$ cat src/apsc_pkg.sv
// shared constants and types for the audio pin status and clock programming block
package apsc_pkg;

  // ----------------------------------------------------------------
  // device register map
  // ----------------------------------------------------------------
  localparam int          ADDR_W         = 20;
  localparam logic [19:0] PIN_STATUS_OFS = 20'h650c0;
  localparam logic [19:0] CLK_PROG_OFS   = 20'h65028;

  // ----------------------------------------------------------------
  // pin status layout, one nibble per transcoder
  // ----------------------------------------------------------------
  localparam int          NUM_TC      = 3;
  localparam int          TC_STRIDE   = 4;
  localparam int          ELD_POS     = 0;
  localparam int          READY_POS   = 1;
  localparam int          OUTON_POS   = 2;
  localparam int          IDLE_POS    = 3;
  localparam int          PIN_USED    = 12;
  localparam logic [11:0] PIN_RESET   = 12'h000;

  // ----------------------------------------------------------------
  // audio clock programming layout
  // ----------------------------------------------------------------
  localparam int          CTS_W       = 20;
  localparam int          CLK_EN_POS  = 20;
  localparam int          CLK_SEL_POS = 21;
  localparam logic [19:0] CTS_RESET   = 20'h00000;

  // ----------------------------------------------------------------
  // unsolicited response message
  // ----------------------------------------------------------------
  localparam logic [1:0]  UNSOL_PD_ELD = 2'h1;
  localparam logic [1:0]  UNSOL_CP     = 2'h2;

  // ----------------------------------------------------------------
  // controller register map (axi4-lite, byte addresses)
  // ----------------------------------------------------------------
  localparam int          AXI_AW       = 8;
  localparam logic [7:0]  H_CTRL_OFS   = 8'h00;
  localparam logic [7:0]  H_ADDR_OFS   = 8'h04;
  localparam logic [7:0]  H_WDATA_OFS  = 8'h08;
  localparam logic [7:0]  H_RDATA_OFS  = 8'h0c;
  localparam logic [7:0]  H_STAT_OFS   = 8'h10;
  localparam logic [7:0]  H_IRQ_OFS    = 8'h14;
  localparam logic [7:0]  H_MASK_OFS   = 8'h18;
  localparam int          CTRL_GO_POS  = 0;
  localparam int          CTRL_WR_POS  = 1;
  localparam int          IRQ_DONE_POS = 0;
  localparam int          IRQ_ERR_POS  = 1;
  localparam int          IRQ_W        = 2;
  localparam logic [1:0]  RESP_OKAY    = 2'h0;
  localparam logic [1:0]  RESP_SLVERR  = 2'h2;

  typedef enum logic [1:0] {
    H_IDLE = 2'b01,
    H_REQ  = 2'b10
  } apsc_hstate_t;

  typedef struct packed {
    logic              ack;
    logic              err;
    logic [31:0]       rdata;
    logic [11:0]       pin;
    logic              sel;
    logic              en;
    logic [19:0]       cts;
    logic [19:0]       m;
    logic [2:0]        merge;
    logic [2:0]        eldPend;
    logic [2:0]        cpPend;
    logic              uValid;
    logic [7:0]        uData;
  } apsc_dev_st_t;

  typedef struct packed {
    apsc_hstate_t      st;
    logic              awHave;
    logic [7:0]        awAddr;
    logic              wHave;
    logic [31:0]       wData;
    logic [3:0]        wStrb;
    logic              bvalid;
    logic [1:0]        bresp;
    logic              rvalid;
    logic [31:0]       rdata;
    logic [1:0]        rresp;
    logic              wrFlag;
    logic [19:0]       addr;
    logic [31:0]       wdat;
    logic [31:0]       rdat;
    logic [1:0]        irqStat;
    logic [1:0]        irqMask;
    logic              irq;
    logic              awRdy;
    logic              wRdy;
    logic              arRdy;
  } apsc_host_st_t;

endpackage : apsc_pkg

$ cat src/apsc_if.sv
// register access link between controller and register bank
`timescale 1ns/1ps
interface apsc_if;
  import apsc_pkg::*;
  logic              req;
  logic              wr;
  logic [ADDR_W-1:0] addr;
  logic [31:0]       wdata;
  logic              ack;
  logic              err;
  logic [31:0]       rdata;

  modport dev  (input req, wr, addr, wdata, output ack, err, rdata);
  modport host (output req, wr, addr, wdata, input ack, err, rdata);
endinterface : apsc_if

$ cat src/apsc_host.sv
// controller: axi4-lite register front end issuing register bank accesses
`timescale 1ns/1ps
module apsc_host
  import apsc_pkg::*;
(
  input  wire logic        clk,
  input  wire logic        rstn,
  input  wire logic [7:0]  s_axi_awaddr,
  input  wire logic        s_axi_awvalid,
  output logic             s_axi_awready,
  input  wire logic [31:0] s_axi_wdata,
  input  wire logic [3:0]  s_axi_wstrb,
  input  wire logic        s_axi_wvalid,
  output logic             s_axi_wready,
  output logic [1:0]       s_axi_bresp,
  output logic             s_axi_bvalid,
  input  wire logic        s_axi_bready,
  input  wire logic [7:0]  s_axi_araddr,
  input  wire logic        s_axi_arvalid,
  output logic             s_axi_arready,
  output logic [31:0]      s_axi_rdata,
  output logic [1:0]       s_axi_rresp,
  output logic             s_axi_rvalid,
  input  wire logic        s_axi_rready,
  output logic             irq,
  apsc_if.host             bus
);
  import apsc_pkg::*;

  apsc_host_st_t s_reg;
  apsc_host_st_t s_next;
  logic [1:0]    irqSet;
  logic          doWr;

  function automatic logic [31:0] mrg(input logic [31:0] o, input logic [31:0] n,
                                      input logic [3:0] st);
    logic [31:0] r;
    r = o;
    for (int i = 0; i < 4; i++)
      if (st[i])
        r[i*8 +: 8] = n[i*8 +: 8];
    return r;
  endfunction : mrg

  // ----------------------------------------------------------------
  // next state
  // ----------------------------------------------------------------
  always_comb
  begin
    s_next = s_reg;
    irqSet = 2'h0;
    doWr   = s_reg.awHave && s_reg.wHave && !s_reg.bvalid;

    if (s_axi_awvalid && s_reg.awRdy)
    begin
      s_next.awHave = 1'b1;
      s_next.awAddr = s_axi_awaddr;
    end
    if (s_axi_wvalid && s_reg.wRdy)
    begin
      s_next.wHave = 1'b1;
      s_next.wData = s_axi_wdata;
      s_next.wStrb = s_axi_wstrb;
    end
    if (s_reg.bvalid && s_axi_bready)
      s_next.bvalid = 1'b0;

    // link transaction end
    if (s_reg.st == H_REQ && bus.ack)
    begin
      s_next.st   = H_IDLE;
      s_next.rdat = bus.rdata;
      irqSet[IRQ_DONE_POS] = 1'b1;
      irqSet[IRQ_ERR_POS]  = bus.err;
    end

    if (doWr)
    begin
      s_next.awHave = 1'b0;
      s_next.wHave  = 1'b0;
      s_next.bvalid = 1'b1;
      s_next.bresp  = RESP_OKAY;
      unique case (s_reg.awAddr)
        H_CTRL_OFS:
        begin
          // software keeps ordering duties: bit 21 with the value, transcoder off,
          // ready written back after the wait, info valid set and cleared
          if (s_reg.wStrb[0] && s_reg.wData[CTRL_GO_POS] && s_reg.st == H_IDLE)
          begin
            s_next.st     = H_REQ;
            s_next.wrFlag = s_reg.wData[CTRL_WR_POS];
          end
        end
        H_ADDR_OFS:  s_next.addr    = 20'(mrg({12'h000, s_reg.addr}, s_reg.wData, s_reg.wStrb));
        H_WDATA_OFS: s_next.wdat    = mrg(s_reg.wdat, s_reg.wData, s_reg.wStrb);
        H_MASK_OFS:  s_next.irqMask = s_reg.wStrb[0] ? s_reg.wData[IRQ_W-1:0] : s_reg.irqMask;
        H_RDATA_OFS, H_STAT_OFS, H_IRQ_OFS: s_next.bresp = RESP_OKAY;
        default:     s_next.bresp   = RESP_SLVERR;
      endcase
    end

    if (s_reg.rvalid && s_axi_rready)
      s_next.rvalid = 1'b0;
    if (s_axi_arvalid && s_reg.arRdy)
    begin
      s_next.rvalid = 1'b1;
      s_next.rresp  = RESP_OKAY;
      s_next.rdata  = 32'h00000000;
      unique case (s_axi_araddr)
        H_CTRL_OFS:  s_next.rdata = {30'h0, s_reg.wrFlag, 1'b0};
        H_ADDR_OFS:  s_next.rdata = {12'h000, s_reg.addr};
        H_WDATA_OFS: s_next.rdata = s_reg.wdat;
        H_RDATA_OFS: s_next.rdata = s_reg.rdat;
        H_STAT_OFS:  s_next.rdata = {31'h0, s_reg.st == H_REQ};
        H_IRQ_OFS:
        begin
          s_next.rdata   = {30'h0, s_reg.irqStat};
          s_next.irqStat = 2'h0;
        end
        H_MASK_OFS:  s_next.rdata = {30'h0, s_reg.irqMask};
        default:     s_next.rresp = RESP_SLVERR;
      endcase
    end
    // a new event beats the read clear
    s_next.irqStat = s_next.irqStat | irqSet;
    s_next.irq     = |(s_next.irqStat & s_next.irqMask);
    // ready flags registered so every AXI port leaves a flop; bus.req is decoded from st
    s_next.awRdy   = !s_next.awHave && !s_next.bvalid;
    s_next.wRdy    = !s_next.wHave && !s_next.bvalid;
    s_next.arRdy   = !s_next.rvalid;
  end

  // ----------------------------------------------------------------
  // registers
  // ----------------------------------------------------------------
  always_ff @(posedge clk or negedge rstn)
  begin
    if (!rstn)
      s_reg <= '{st: H_IDLE, awAddr: 8'h00, wData: 32'h0, wStrb: 4'h0,
                 bresp: 2'h0, rdata: 32'h0, rresp: 2'h0, addr: 20'h0,
                 wdat: 32'h0, rdat: 32'h0, irqStat: 2'h0, irqMask: 2'h0,
                 default: 1'b0};
    else
      s_reg <= s_next;
  end

  // ----------------------------------------------------------------
  // outputs
  // ----------------------------------------------------------------
  assign s_axi_awready = s_reg.awRdy;
  assign s_axi_wready  = s_reg.wRdy;
  assign s_axi_bvalid  = s_reg.bvalid;
  assign s_axi_bresp   = s_reg.bresp;
  assign s_axi_arready = s_reg.arRdy;
  assign s_axi_rvalid  = s_reg.rvalid;
  assign s_axi_rdata   = s_reg.rdata;
  assign s_axi_rresp   = s_reg.rresp;
  assign irq           = s_reg.irq;
  assign bus.req       = s_reg.st == H_REQ;
  assign bus.wr        = s_reg.wrFlag;
  assign bus.addr      = s_reg.addr;
  assign bus.wdata     = s_reg.wdat;

endmodule : apsc_host

$ cat src/flat_wrapper.sv
// flat-port wrapper written by rule: the top's interface ports become plain ports
module apsc_host_flat import apsc_pkg::*;
  (clk, rstn, s_axi_awaddr, s_axi_awvalid, s_axi_awready, s_axi_wdata, s_axi_wstrb, s_axi_wvalid, s_axi_wready, s_axi_bresp, s_axi_bvalid, s_axi_bready, s_axi_araddr, s_axi_arvalid, s_axi_arready, s_axi_rdata, s_axi_rresp, s_axi_rvalid, s_axi_rready, irq, bus_req, bus_wr, bus_addr, bus_wdata, bus_ack, bus_err, bus_rdata);
  apsc_if bus_i ();
  input  wire logic clk;
  input  wire logic rstn;
  input  wire logic [7:0] s_axi_awaddr;
  input  wire logic s_axi_awvalid;
  output logic s_axi_awready;
  input  wire logic [31:0] s_axi_wdata;
  input  wire logic [3:0] s_axi_wstrb;
  input  wire logic s_axi_wvalid;
  output logic s_axi_wready;
  output logic [1:0] s_axi_bresp;
  output logic s_axi_bvalid;
  input  wire logic s_axi_bready;
  input  wire logic [7:0] s_axi_araddr;
  input  wire logic s_axi_arvalid;
  output logic s_axi_arready;
  output logic [31:0] s_axi_rdata;
  output logic [1:0] s_axi_rresp;
  output logic s_axi_rvalid;
  input  wire logic s_axi_rready;
  output logic irq;
  output wire logic [$bits(bus_i.req)-1:0] bus_req;
  output wire logic [$bits(bus_i.wr)-1:0] bus_wr;
  output wire logic [$bits(bus_i.addr)-1:0] bus_addr;
  output wire logic [$bits(bus_i.wdata)-1:0] bus_wdata;
  input wire logic [$bits(bus_i.ack)-1:0] bus_ack;
  input wire logic [$bits(bus_i.err)-1:0] bus_err;
  input wire logic [$bits(bus_i.rdata)-1:0] bus_rdata;
  assign bus_req = bus_i.req;
  assign bus_wr = bus_i.wr;
  assign bus_addr = bus_i.addr;
  assign bus_wdata = bus_i.wdata;
  assign bus_i.ack = bus_ack;
  assign bus_i.err = bus_err;
  assign bus_i.rdata = bus_rdata;
  apsc_host u_core (.clk(clk), .rstn(rstn), .s_axi_awaddr(s_axi_awaddr), .s_axi_awvalid(s_axi_awvalid), .s_axi_awready(s_axi_awready), .s_axi_wdata(s_axi_wdata), .s_axi_wstrb(s_axi_wstrb), .s_axi_wvalid(s_axi_wvalid), .s_axi_wready(s_axi_wready), .s_axi_bresp(s_axi_bresp), .s_axi_bvalid(s_axi_bvalid), .s_axi_bready(s_axi_bready), .s_axi_araddr(s_axi_araddr), .s_axi_arvalid(s_axi_arvalid), .s_axi_arready(s_axi_arready), .s_axi_rdata(s_axi_rdata), .s_axi_rresp(s_axi_rresp), .s_axi_rvalid(s_axi_rvalid), .s_axi_rready(s_axi_rready), .irq(irq), .bus(bus_i));
endmodule
$ cat config.mk
export PLATFORM = sky130hd
export DESIGN_NAME = apsc_host_flat
export DESIGN_NICKNAME = d
export VERILOG_FILES = /design/src/apsc_pkg.sv /design/src/apsc_if.sv /design/src/apsc_host.sv /design/src/flat_wrapper.sv
export SDC_FILE = /design/constraint.sdc
export NUM_CORES = 1
export LEC_CHECK = 0
export ABC_AREA = 1
export BUFFER_PORTS_ARGS = -buffer_cell sky130_fd_sc_hd__buf_2
export CORE_ASPECT_RATIO = 1.75
export CORE_MARGIN = 3
export CORE_UTILIZATION = 49
export CTS_CLUSTER_DIAMETER = 40
export DETAILED_ROUTE_END_ITERATION = 12
export MAX_ROUTING_LAYER = met4
export PLACE_DENSITY_LB_ADDON = 0.2
export SKIP_LAST_GASP = 1
export SLEW_MARGIN = 20
export SYNTH_ARGS = -nofsm -noshare
export SYNTH_HDL_FRONTEND = slang
export SYNTH_SLANG_ARGS = --single-unit
export TNS_END_PERCENT = 1
$ cat constraint.sdc
create_clock -name clk -period 1.5 [get_ports clk]
set_clock_uncertainty 0.05 [all_clocks]
set_input_delay 0.075 -clock clk [delete_from_list [all_inputs] [get_ports clk]]
set_output_delay 0.075 -clock clk [all_outputs]
set_load 0.01 [all_outputs]
==> flow_summary.yaml <==
outcome:
  status: "finished with violations"
  violations: "setup timing"
global_route:
  overflow: 0
  grt_usage_pct: 24.21
  grt_first_pass_wirelength_um: 34150
  antenna_found_initial: 1
  grt_max_degree: 43
  grt_pass1_vias: 6723
synth:
  syn_area_mm2: 0.008232
  synth_top_family_by_area: "simple AND/OR/NAND/NOR gates"
  synth.distinct_cells: 29
  avgSynthCellArea_um2: 9.136
  async_flop_share_pct: 100.0
  synth_edf_count: 0
  yosys_warnings: 0
  synth_top_area_share_pct: 53.50
  synthMuxAreaShare_pct: 3.830
  synth-xor-area-share_pct: 0
  synth-simple-area-share_pct: 18.56
  synth.area.top_cells: "dfrtp_1, nand2_1, buf_4"
  ys_seq_area_share_pct: 53.82
  ys.flop_type: "dfrtp_1"
  netlist_instances: 901
  synthAdderAreaFrac_pct: 0
  ys_seq_elements: 177
  synth.largest_area_cell: "dfrtp_1"
  synth-compound-area-share_pct: 10.14
final_layout:
  final_cell_mix: "nand2_1, buf_2, dfrtp_1"
  drive_gt1_share_pct: 30.39
  nets: 1202
  synthToLayoutAreaGrowth_pct: 28.67
  mostFrequentLayoutCell: "nand2_1"
  largest_register_ffs: 84
timing:
  period_minus_slack_ns: 1.601
  finalSetupViolations: 50
  period_share_pct: 106.8
  fmax_mhz: 624.4
  slew_viol_final: 0
  setup_ws_ns: -0.1015
  hold_violations: 0
  worst_hold_slack_ns: 0.06638
  rsz0062_at_grt: "true"
  setup-tns-final_ns: -3.064
cts:
  cts_tree: "built"
  clk_pin_slew_worst_paths_ns: 0.07
  cts_buffer_depth: 2
  cts_root_buf: "clkbuf_16"
  cts.sinks: 177
  clock_latency_ns: 0.42
  cts_buffers: 17
  htreeDepth: 4
setup_path:
  critical_path_class: "reg2reg"
  critPathRequiredTime_ns: 1.76
  path_max_fanout: 16
  r2r-start: "u_core.s_reg[173]$_DFFE_PN0P_"
  endpoint: "u_core.bus.wdata[2]$_DFFE_PN0P_"
  crit_slowest_cell: "dfrtp_1"
  crit_path_start_kind: "flip-flop"
  r2r-end: "u_core.bus.wdata[2]$_DFFE_PN0P_"
  max_stage_delay_ns: 0.40
  worst_ep_arrival_time_ns: 1.86
  critPathLaunch: "u_core.s_reg[173]$_DFFE_PN0P_"
  rrSetupSlack_ns: -0.10
  endpoint_kind: "flip-flop"
  reg2reg_depth: 9
  path_cells: "nor2_2 > nand3_2 > buf_4 > nor3_4 > buf_6 > nand2_2 > buf_12 > nand2_1 > o21ai_2"
pwr:
  peakVddDrop_uv: 897.7
  cellLeakagePower_uw: 0.005571
  powerDensity_mw_per_mm2: 1410
floorplan:
  die_w_um: 104.0
  initial_utilization_pct: 50.05
  row_count: 62
  die_y_um: 177.5
  core_area_mm2: 0.01645
  ios: 189
  dieArea_mm2: 0.01845
run:
  cap_violations: 0
route:
  drc: 0
  detail-route-antenna-nets: 0
  avgRoutedWirePerCell_um: 15.77
  via_per_inst: 4.949
  dr.first_iter.drc_count: 243
  drt_pass1_iterations: 8
  dr_total_vias: 6666
  totalWireLength_um: 21250
placement:
  hpwl_um: 14830
  place.gp.congestion: 0.8566
  place_ws_ns: -0.2098
  portBuffers: 186
min_path:
  hp-class: "in2reg"
## worst max-delay path, delay by kind of cell, from the launching register on
kind | cells | cell delay (ns)
simple gates | 5 | 0.54
buf+inv | 3 | 0.45
flops | 1 | 0.40
compound gates | 1 | 0.05
## kinds of logic after synthesis
| group | count (synthesis) |
|---|---|
| AOI/OAI and AO/OA | 136 |
| buffers and inverters | 197 |
| DFF | 177 |
| muxes | 28 |
| other | 1 |
| and+or+nand+nor | 362 |
## how the worst min path moves through the flow
stage,from,end,depth (start not counted)
after detailed placement,rstn,u_core.s_reg[32]$_DFFE_PN0P_,1
after global routing,s_axi_arvalid,u_core.s_axi_rdata[26]$_DFFE_PN0N_,5
after CTS,s_axi_arvalid,u_core.s_axi_rdata[0]$_DFFE_PN0N_,5
after global placement,rstn,u_core.s_reg[32]$_DFFE_PN0P_,1
final,s_axi_arvalid,u_core.s_axi_rdata[0]$_DFFE_PN0N_,5
after floorplan,rstn,u_core.bus.addr[0]$_DFFE_PN0P_,0
## synthesized netlist by cell type, types with 2 or more instances
| master | number |
|---|---|
| mux2_2 | 28 |
| nand3_1 | 84 |
| o211ai_1 | 4 |
| buf_6 | 4 |
| buf_2 | 10 |
| buf_4 | 90 |
| nand2_1 | 239 |
| o21ai_0 | 76 |
| dfrtp_1 | 176 |
| o21ai_2 | 31 |
| inv_1 | 71 |
| nor2_2 | 2 |
| nor2_4 | 2 |
| a21oi_1 | 14 |
| a21o_1 | 8 |
| nand4_1 | 2 |
| nand2_2 | 5 |
| nand3_2 | 2 |
| nor2_1 | 24 |
| clkbuf_1 | 19 |
| buf_1 | 2 |
## routing by layer
metal,share of wire (%),GRT usage (%)
met5,0,-
met1,40,28.50
met3,4.9,3.932
met4,4.1,11.54
met2,51,40.69
## stage by stage
stage               power [uW]  cell area (um^2)  util [%]  cells
global route             15820             10590     64.40   1347
global placement         10340              9109     55.39   1225
detailed placement       10470              9109     55.39   1225
CTS                      15030             10570     64.30   1346
finish                   14940             10590     64.40   1347
floorplan                 9329              8243         -    902
## layout make-up
| cell class | instances | area, um^2 |
|---|---|---|
| Antenna cell | 1 | 2.502 |
| Fill cell | 1425 | 5854 |
| Tap cell | 224 | 280.3 |
| Timing Repair Buffer | 313 | 2311 |
| Clock inverter | 13 | 125.1 |
| Inverter | 72 | 270.3 |
| Sequential cell | 177 | 4431 |
| Clock buffer | 19 | 432.9 |
| Multi-Input combinational cell | 528 | 2739 |
## timing repair
item | CTS | global route
resized for setup | 7 | 3
buffers inserted | 4 | 0
endpoints found under the hold margin | 259 | 0
pin swaps | 3 | 1
hold buffers | 85 | 0
endpoints found under the setup margin | 54 | 57
## report_power, final
group	total, uW	internal (uW)	switching (uW)
sequential	7090	6200	890
combinational	3600	1570	2030
clock	4250	2320	1930
total	14900	10100	4850
Note: power is estimated with default switching activity, not from simulation.
